`config.mk`:
```
export PLATFORM = sky130hd
export DESIGN_NAME = osor_regs
export DESIGN_NICKNAME = d
export VERILOG_FILES = /design/src/osor_pkg.sv /design/src/osor_regs.sv
export SDC_FILE = /design/constraint.sdc
export NUM_CORES = 1
export LEC_CHECK = 0
export BUFFER_PORTS_ARGS = -buffer_cell sky130_fd_sc_hd__buf_2
export CAP_MARGIN = 20
export CELL_PAD_IN_SITES_DETAIL_PLACEMENT = 2
export CELL_PAD_IN_SITES_GLOBAL_PLACEMENT = 2
export CORE_AREA = 5 5 100 102
export DETAILED_ROUTE_END_ITERATION = 10
export DIE_AREA = 0 0 105 107
export PLACE_DENSITY_LB_ADDON = 0.25
export SLEW_MARGIN = 0
export SYNTH_ARGS = -nofsm -noshare
export SYNTH_HDL_FRONTEND = slang
export SYNTH_SLANG_ARGS = --single-unit
```
`constraint.sdc`:
```
create_clock -name mclk_i -period 2.1 [get_ports mclk_i]
set_input_delay 0 -clock mclk_i [delete_from_list [all_inputs] [get_ports mclk_i]]
set_output_delay 0 -clock mclk_i [all_outputs]
set_load 0.01 [all_outputs]
```
`src/osor_pkg.sv`:
```
// Package for the output status and override register bank
`default_nettype none
package osor_pkg;
   localparam int WORD_W = 16;
   localparam int CHAN_N = 4;
   localparam int ADDR_W = 16;
   // Register addresses (holding register numbers as offsets)
   localparam logic [ADDR_W-1:0] ADDR_AO_LOCAL_OVR = 16'h9c4b;
   localparam logic [ADDR_W-1:0] ADDR_DO_LOCAL_OVR = 16'h9c4c;
   localparam logic [ADDR_W-1:0] ADDR_AO_ALARM = 16'h9c4d;
   localparam logic [ADDR_W-1:0] ADDR_DO_ALARM = 16'h9c4e;
   localparam logic [ADDR_W-1:0] ADDR_AO_RECOPY = 16'h9c4f;
   localparam logic [ADDR_W-1:0] ADDR_DO_RECOPY = 16'h9c50;
   localparam logic [ADDR_W-1:0] ADDR_AO_OVR_CMD = 16'h9c51;
   localparam logic [ADDR_W-1:0] ADDR_DO_OVR_CMD = 16'h9c52;
   localparam logic [ADDR_W-1:0] ADDR_DI1_OVR_VAL = 16'ha028;
   // Reset values
   localparam logic [CHAN_N-1:0] RST_OVR_CMD = 4'h0;
   localparam logic [WORD_W-1:0] RST_OVR_VAL = 16'h0000;
   // Digital output bit positions
   localparam int BIT_SOLENOID_OUT_1 = 0;
   localparam int BIT_SOLENOID_OUT_2 = 1;
   localparam int BIT_RELAY_OUT_1 = 2;
   localparam int BIT_RELAY_OUT_2 = 3;

   typedef struct packed {
      logic [CHAN_N-1:0] local_override;
      logic [CHAN_N-1:0] alarm;
      logic [CHAN_N-1:0] recopy;
   } osor_chan_status_t;

   typedef struct packed {
      logic wr;
      logic rd;
      logic [ADDR_W-1:0] addr;
      logic [WORD_W-1:0] wdata;
   } osor_req_t;
endpackage
`default_nettype wire

```
`src/osor_regs.sv`:
```
// Output status and override holding register bank
//
// Functional notes
// - Analog output local-override word, bits 0-3 are outputs 1-4, set means active.
// - Digital output local-override word at the next register, set means active.
// - Digital bit maps: bit0 solenoid 1, bit1 solenoid 2, bit2 relay 1, bit3 relay 2.
// - Analog output alarm word, bit set while that output's alarm is active.
// - Digital output alarm word, bit set while that output's alarm is active.
// - Analog output recopy word, bit set while recopy is active.
// - Digital output recopy word, bit set while recopy is active.
// - Writable analog override command; set bit overrides output, clear releases.
// - Writable digital override command; set bit puts that output under override.
// - Bits 4 to 15 of every status and command word read as zero.
// - Read-write 16-bit override value word for digital input 1.
// - Override value write ignored while its channel is in pulse-width mode.
`default_nettype none
module osor_regs
   import osor_pkg::*;
(
   input wire logic mclk_i,
   input wire logic rst_i,
   input wire osor_pkg::osor_req_t req_i,
   input wire osor_pkg::osor_chan_status_t ao_status_i,
   input wire osor_pkg::osor_chan_status_t do_status_i,
   input wire logic di1_pwm_mode_i,
   output logic [osor_pkg::WORD_W-1:0] rdata_o,
   output logic rvalid_o,
   output logic rerr_o,
   output logic [osor_pkg::CHAN_N-1:0] ao_remote_override_o,
   output logic [osor_pkg::CHAN_N-1:0] do_remote_override_o,
   output logic [osor_pkg::WORD_W-1:0] input1_discrete_override_value_o,
   output logic di1_override_active_o
);
   import osor_pkg::*;

   logic [CHAN_N-1:0] ao_cmd;
   logic [CHAN_N-1:0] do_cmd;
   logic [WORD_W-1:0] di1_val;
   logic [WORD_W-1:0] next_rdata;
   logic hit;

   localparam logic [WORD_W-CHAN_N-1:0] PAD = '0;

   wire sel_ao_lo = req_i.addr == ADDR_AO_LOCAL_OVR;
   wire sel_do_lo = req_i.addr == ADDR_DO_LOCAL_OVR;
   wire sel_ao_al = req_i.addr == ADDR_AO_ALARM;
   wire sel_do_al = req_i.addr == ADDR_DO_ALARM;
   wire sel_ao_rc = req_i.addr == ADDR_AO_RECOPY;
   wire sel_do_rc = req_i.addr == ADDR_DO_RECOPY;
   wire sel_ao_cmd = req_i.addr == ADDR_AO_OVR_CMD;
   wire sel_do_cmd = req_i.addr == ADDR_DO_OVR_CMD;
   wire sel_di1 = req_i.addr == ADDR_DI1_OVR_VAL;

   // Write enables; read-only words have none
   wire wr_ao_cmd = req_i.wr && sel_ao_cmd;
   wire wr_do_cmd = req_i.wr && sel_do_cmd;
   wire wr_di1 = req_i.wr && sel_di1 && !di1_pwm_mode_i;

   // Read mux, upper bits padded with zero
   always_comb begin
      hit = 1'b1;
      case (1'b1)
         sel_ao_lo: next_rdata = {PAD, ao_status_i.local_override};
         sel_do_lo: next_rdata = {PAD, do_status_i.local_override};
         sel_ao_al: next_rdata = {PAD, ao_status_i.alarm};
         sel_do_al: next_rdata = {PAD, do_status_i.alarm};
         sel_ao_rc: next_rdata = {PAD, ao_status_i.recopy};
         sel_do_rc: next_rdata = {PAD, do_status_i.recopy};
         sel_ao_cmd: next_rdata = {PAD, ao_cmd};
         sel_do_cmd: next_rdata = {PAD, do_cmd};
         sel_di1: next_rdata = di1_val;
         default: begin
            next_rdata = '0;
            hit = 1'b0;
         end
      endcase
   end

   always_ff @(posedge mclk_i) begin
      if (rst_i) begin
         ao_cmd <= RST_OVR_CMD;
         do_cmd <= RST_OVR_CMD;
         di1_val <= RST_OVR_VAL;
      end else begin
         if (wr_ao_cmd) ao_cmd <= req_i.wdata[CHAN_N-1:0];
         if (wr_do_cmd) do_cmd <= req_i.wdata[CHAN_N-1:0];
         if (wr_di1) di1_val <= req_i.wdata;
      end
   end

   always_ff @(posedge mclk_i) begin
      if (rst_i) begin
         rdata_o <= '0;
         rvalid_o <= 1'b0;
         rerr_o <= 1'b0;
      end else begin
         rvalid_o <= req_i.rd;
         rerr_o <= req_i.rd && !hit;
         if (req_i.rd) rdata_o <= next_rdata;
      end
   end

   assign ao_remote_override_o = ao_cmd;
   assign do_remote_override_o = do_cmd;
   assign input1_discrete_override_value_o = di1_val;
   assign di1_override_active_o = !di1_pwm_mode_i;

   // Write path checks
   a_ao_cmd_write: assert property (
      @(posedge mclk_i) disable iff (rst_i)
      wr_ao_cmd |=> ao_cmd == $past(req_i.wdata[CHAN_N-1:0]))
      else $error("analog override command not stored");
   a_do_cmd_write: assert property (
      @(posedge mclk_i) disable iff (rst_i)
      wr_do_cmd |=> do_cmd == $past(req_i.wdata[CHAN_N-1:0]))
      else $error("digital override command not stored");
   a_ao_ovr_output: assert property (
      @(posedge mclk_i) disable iff (rst_i)
      wr_ao_cmd |=> ao_remote_override_o == $past(req_i.wdata[CHAN_N-1:0]))
      else $error("analog override output not updated");
   a_do_ovr_output: assert property (
      @(posedge mclk_i) disable iff (rst_i)
      wr_do_cmd |=> do_remote_override_o == $past(req_i.wdata[CHAN_N-1:0]))
      else $error("digital override output not updated");
   a_ao_cmd_hold: assert property (
      @(posedge mclk_i) disable iff (rst_i)
      !wr_ao_cmd |=> $stable(ao_cmd))
      else $error("analog override command changed without write");
   a_do_cmd_hold: assert property (
      @(posedge mclk_i) disable iff (rst_i)
      !wr_do_cmd |=> $stable(do_cmd))
      else $error("digital override command changed without write");
   a_di1_write: assert property (
      @(posedge mclk_i) disable iff (rst_i)
      wr_di1 |=> di1_val == $past(req_i.wdata))
      else $error("override value not stored");
   a_di1_out: assert property (
      @(posedge mclk_i) disable iff (rst_i)
      wr_di1 |=> input1_discrete_override_value_o == $past(req_i.wdata))
      else $error("override value output not updated");
   a_pwm_write_ignored: assert property (
      @(posedge mclk_i) disable iff (rst_i)
      req_i.wr && sel_di1 && di1_pwm_mode_i |=> $stable(di1_val))
      else $error("override value changed in pulse mode");
   a_di1_hold: assert property (
      @(posedge mclk_i) disable iff (rst_i)
      !wr_di1 |=> $stable(di1_val))
      else $error("override value changed without write");

   // Status words ignore writes
   a_ro_write_safe: assert property (
      @(posedge mclk_i) disable iff (rst_i)
      req_i.wr && sel_ao_al |=> $stable(ao_cmd) && $stable(do_cmd) && $stable(di1_val))
      else $error("write to status word changed state");
   a_ro_write_other: assert property (
      @(posedge mclk_i) disable iff (rst_i)
      req_i.wr && !sel_ao_cmd && !sel_do_cmd && !sel_di1
         |=> $stable(ao_cmd) && $stable(do_cmd) && $stable(di1_val))
      else $error("write outside writable words changed state");

   // Read path checks
   a_upper_zero: assert property (
      @(posedge mclk_i) disable iff (rst_i)
      rvalid_o && $past(!sel_di1) |-> rdata_o[WORD_W-1:CHAN_N] == '0)
      else $error("unused bits read nonzero");
   a_ao_lo_read: assert property (
      @(posedge mclk_i) disable iff (rst_i)
      req_i.rd && sel_ao_lo |=> rdata_o[CHAN_N-1:0] == $past(ao_status_i.local_override))
      else $error("analog local override misread");
   a_do_lo_read: assert property (
      @(posedge mclk_i) disable iff (rst_i)
      req_i.rd && sel_do_lo |=> rdata_o[CHAN_N-1:0] == $past(do_status_i.local_override))
      else $error("digital local override misread");
   a_alarm_read: assert property (
      @(posedge mclk_i) disable iff (rst_i)
      req_i.rd && sel_ao_al |=> rdata_o[CHAN_N-1:0] == $past(ao_status_i.alarm))
      else $error("analog alarm misread");
   a_do_alarm_read: assert property (
      @(posedge mclk_i) disable iff (rst_i)
      req_i.rd && sel_do_al |=> rdata_o[CHAN_N-1:0] == $past(do_status_i.alarm))
      else $error("digital alarm misread");
   a_ao_rc_read: assert property (
      @(posedge mclk_i) disable iff (rst_i)
      req_i.rd && sel_ao_rc |=> rdata_o[CHAN_N-1:0] == $past(ao_status_i.recopy))
      else $error("analog recopy misread");
   a_recopy_read: assert property (
      @(posedge mclk_i) disable iff (rst_i)
      req_i.rd && sel_do_rc |=> rdata_o[CHAN_N-1:0] == $past(do_status_i.recopy))
      else $error("digital recopy misread");
   a_ao_cmd_read: assert property (
      @(posedge mclk_i) disable iff (rst_i)
      req_i.rd && sel_ao_cmd |=> rdata_o == {PAD, $past(ao_cmd)})
      else $error("analog override command misread");
   a_do_cmd_read: assert property (
      @(posedge mclk_i) disable iff (rst_i)
      req_i.rd && sel_do_cmd |=> rdata_o == {PAD, $past(do_cmd)})
      else $error("digital override command misread");
   a_di1_read: assert property (
      @(posedge mclk_i) disable iff (rst_i)
      req_i.rd && sel_di1 |=> rdata_o == $past(di1_val))
      else $error("override value misread");

   // Read answer and error flag
   a_read_answer: assert property (
      @(posedge mclk_i) disable iff (rst_i)
      req_i.rd |=> rvalid_o)
      else $error("read not answered");
   a_no_stray_answer: assert property (
      @(posedge mclk_i) disable iff (rst_i)
      !req_i.rd |=> !rvalid_o && !rerr_o)
      else $error("answer without read");
   a_unmapped_flag: assert property (
      @(posedge mclk_i) disable iff (rst_i)
      req_i.rd && !hit |=> rerr_o && rdata_o == '0)
      else $error("unmapped read not flagged");
   a_mapped_no_err: assert property (
      @(posedge mclk_i) disable iff (rst_i)
      req_i.rd && hit |=> !rerr_o)
      else $error("mapped read flagged as error");
   a_rdata_hold: assert property (
      @(posedge mclk_i) disable iff (rst_i)
      !req_i.rd |=> $stable(rdata_o))
      else $error("read data changed without read");
endmodule
`default_nettype wire

```
# Word-level counts from Yosys, hierarchy flattened
# Cells that the tools add are included.
# classes
eq_ne	9
mux	18
n_reduce_logical	7
# ops
op	count
16-bit == test, second input constant	9
16-bit 2-to-1 mux	9
1-bit 2-to-1 mux	9
1-bit logical AND	5
1-bit zero test	2
# word_totals
register_bits	42
in_bits	61
out_inout_bits	43

# Longest topological paths before layout
# logic_depth
word_depth	12
ltp_mapped	8

# Worst setup path before layout
# Ideal clock, no wire load.
# synth_path
path_type	input to register
from	input req_i[25] (netlist bit)
to	register rdata_o[10] (netlist bit)
setup_ns	0.069
arrival_time_ns	1.825
slack_ns	0.206
stages	7
n_path_buf	2
cell_sequence	or4b_4 > buf_6 > or4_4 > a211oi_2 > buf_6 > nand2_2 > a21oi_2
# synth_via
elab_chain_len	10
elab_cells_between_ends	18
cone_classes	eq/ne: 9; mux: 9
# synth_rtl
element	line	source
start: declaration	osor_regs.sv:22	input wire osor_pkg::osor_req_t req_i,
16-bit == test	osor_regs.sv:52	wire sel_di1 = req_i.addr == ADDR_DI1_OVR_VAL;
16-bit 2-to-1 mux (8 in series)	osor_regs.sv:62	case (1'b1)
16-bit 2-to-1 mux (*)	osor_regs.sv:62	
end signal: assignment	osor_regs.sv:99	if (req_i.rd) rdata_o <= next_rdata;
end: declaration	osor_regs.sv:26	output logic [osor_pkg::WORD_W-1:0] rdata_o,
# Mark *: on every way between the ends. The rest lies on a longest branch, timed or not.
# A chain may end at the register's enable or synchronous reset.

# Worst setup path after layout
# layout_path
from	input req_i[28] (netlist bit)
to	register rdata_o[9] (netlist bit)
# The elaborated chain is that of the path after synthesis.

==> run metrics <==
outcome=completed; post-route setup slack=0.325 ns; P per Cell Area=511 nW/µm²; Nets=436; gpl congestion=0.776; crit-path max cell delay=0.72 ns; Design Area, Final=3050 µm²; RR Endpoint=rdata_o[2]; DRT Pass-1 Iters=4; fin crit share=0.845; initial antenna violation count=0; Ys Warns=0; DP Area=2790 µm²; Place WS=0.00951 ns; RSZ-0062 raised after global routing=no; number of instances in the placed design=463; max_slew headroom=0.628; final core utilization=0.338; Yosys top cell area share=0.402; area leader, netlist=dfxtp_1; root buf cell=clkbuf_8; Power Total=1.56 mW; CP startpoint kind=input pin; P_sw=385 µW; Bufs on Longest Clock Path=2; Post-synth EDFFs=0; antenna-violating nets left=0; hpwl dp=6250 µm; Hold Crit Start=ao_status_i[10]; Synth Flop Type=dfxtp_1; critical-path cell list=buf_2 -> or4b_2 -> or4_4 -> a211oi_2 -> buf_12 -> nand2_2 -> a21oi_2; IO Count=104; first-pass GRT wire length=13500 µm; reg2reg setup slack=0.78 ns; clock skew=0.00795 ns; Max stage delay cell, worst path=or4b_2; FF-to-FF path depth=5; CP max FO=12; Starting Density=0.232; fmax=564 MHz; Post-CTS Setup Bufs=0; pin slew with the least headroom to its limit=0.558 ns; flops & latches, synth=42; final setup fails=0; Top delay family on crit path=simple AND/OR/NAND/NOR gates; Clock Pin Slew Worst Setup and Hold Paths=0.08 ns; FF-to-FF Start=do_remote_override_o[2]; Syn Nets=313; main area contributors after synthesis=dfxtp_1 40%, nand2_1 9.7%, a21oi_1 6.2%, mux2i_1 6.2%, a21oi_2 4.2%; clk_lat worst skew=0.28 ns; Comb pwr share=0.127; Crit. End Element=flip-flop; post-route minimum period=1.77 ns; final WL=8170 µm; Buf+Inv Stages, Crit Path=2; mapped cell area=2090 µm²; Netlist cell types=47; Final Hold Vio Count=0; CTS Sinks=42; Slew Viols, Final=0; Worst EP arrival=1.99 ns; CTS Hold Bufs=16; Pint=1.17 mW; final non-filler cell total=487; share of layout cells above drive strength 1=0.410; diode count=0; Rows=35; max-cap violation count=0; via count=2284; die area=11200 µm²; DRC=0; worst hold slack=0.105 ns; Synth Instances=252; die extent in y=107 µm; largest net degree at the start of global routing=26; PostCTS Resize Cnt=0; gr ovfl total=0; Worst VDD drop=234 µV; Hold EP=rdata_o[2]; FFs w/ async S/R, synth=0; Leakage=1.33 nW; CTS Buf Count=5; Horiz. Die Dim=105 µm; Switching Fraction=0.247; CTS tree=yes; register area share after synthesis=0.402; Mean Syn Cell Area=8.30 µm²; crit path kind=input pin to flip-flop; GRT Resource Usage Total=0.147; clock network power share=0.356; via density per instance=4.69; vias in the first global route=2619; H-tree depth=2; Syn-to-layout area delta=45.6%; Hold Path Depth=4; average routed wire per standard cell=16.8 µm; core area=9020 µm²; Fin Setup TNS=0 ns; PortBufs=103; hold crit path type=input pin to flip-flop; WP data required=2.32 ns; sequential share of power=0.517; DR iter-0 viols=54
-- kinds of logic (layout without fill, tap and decap cells) --
logic type,after synthesis,after routing,synth area share
and+or+nand+nor,112,112,0.280
AOI/OAI and AO/OA,60,60,0.194
buffers and inverters,24,148,0.0514
DFF,42,42,0.402
muxes,14,14,0.0730
-- power by group through the flow --
stage	logic (mW)	registers, mW	clock network [mW]
2_1_floorplan	0.0760	0.825	0
3_3_place_gp	0.172	0.823	0
3_5_place_dp	0.177	0.823	0
4_1_cts	0.201	0.804	0.584
5_1_grt	0.220	0.805	0.612
6_report	0.198	0.804	0.555
-- registers in the layout (all words and copies together), names as in the netlist --
name	cells
ao_remote_override_o	4
do_remote_override_o	4
input1_discrete_override_value_o	16
rdata_o	16
rerr_o	1
rvalid_o	1
-- tightest hold or removal path: cells and delay by family --
family,cells,cell delay [ns]
AO/OA/AOI/OAI,2,0.20
buffers and inverters,2,0.13
-- cells in the final DEF, fill, tap and decap left out, drive strengths merged, types with 2 or more instances in the layout --
cell type / count
a21o: 2
or3: 2
nor3: 2
o21ai: 6
nor4bb: 2
or4b: 4
and3: 3
a311o: 3
inv: 9
nor2: 18
nand3: 2
a21oi: 36
dlygate4sd3: 16
dfxtp: 42
nand2: 64
a211oi: 4
nor4: 4
buf: 116
mux2i: 13
nor2b: 2
clkbuf: 7
a32oi: 2
-- Yosys cell counts, types with 2 or more instances --
cell       n
nand2_2   10
nor4_2     2
or4b_4     2
mux2i_1   13
inv_1      8
nand2_1   54
nor3_1     2
nand3_1    2
nor4bb_1   2
or3_1      2
nor2_1    18
clkbuf_1  11
a21oi_2   10
a311o_1    3
and3_1     3
a211oi_1   3
o21ai_0    6
a32oi_1    2
a21oi_1   26
a21o_1     2
nor2b_1    2
nor4_1     2
buf_6      2
dfxtp_1   42
-- metal layers --
layer  vias up  share of wire  global-route usage
met3         4          0.044              0.0289
met5         -              0                   0
met1      1101           0.41               0.168
met2        51           0.54               0.279
li1       1128              -                   -
met4         0         0.0095              0.0311
-- layout make-up --
type | count | area [µm²]
Fill cell | 1051 | 5970
Multi-Input combinational cell | 186 | 1140
Sequential cell | 42 | 841
Timing Repair Buffer | 132 | 798
Tap cell | 111 | 139
Clock buffer | 7 | 86.3
Inverter | 8 | 30.0
Clock inverter | 1 | 8.76
-- worst max path at each step --
stage / startpoint / end / slack (ns) / depth (start not counted)
3_5_place_dp: req_i[28] / rdata_o[9] / 0.01 / 7
2_1_floorplan: req_i[25] / rdata_o[10] / 0.21 / 7
5_1_grt: req_i[28] / rdata_o[7] / 0.29 / 7
3_3_place_gp: req_i[28] / rdata_o[5] / 0.06 / 7
4_1_cts: req_i[28] / rdata_o[9] / 0.31 / 7
6_report: req_i[28] / rdata_o[9] / 0.33 / 7
No activity file was read; power rests on OpenSTA's default activity.
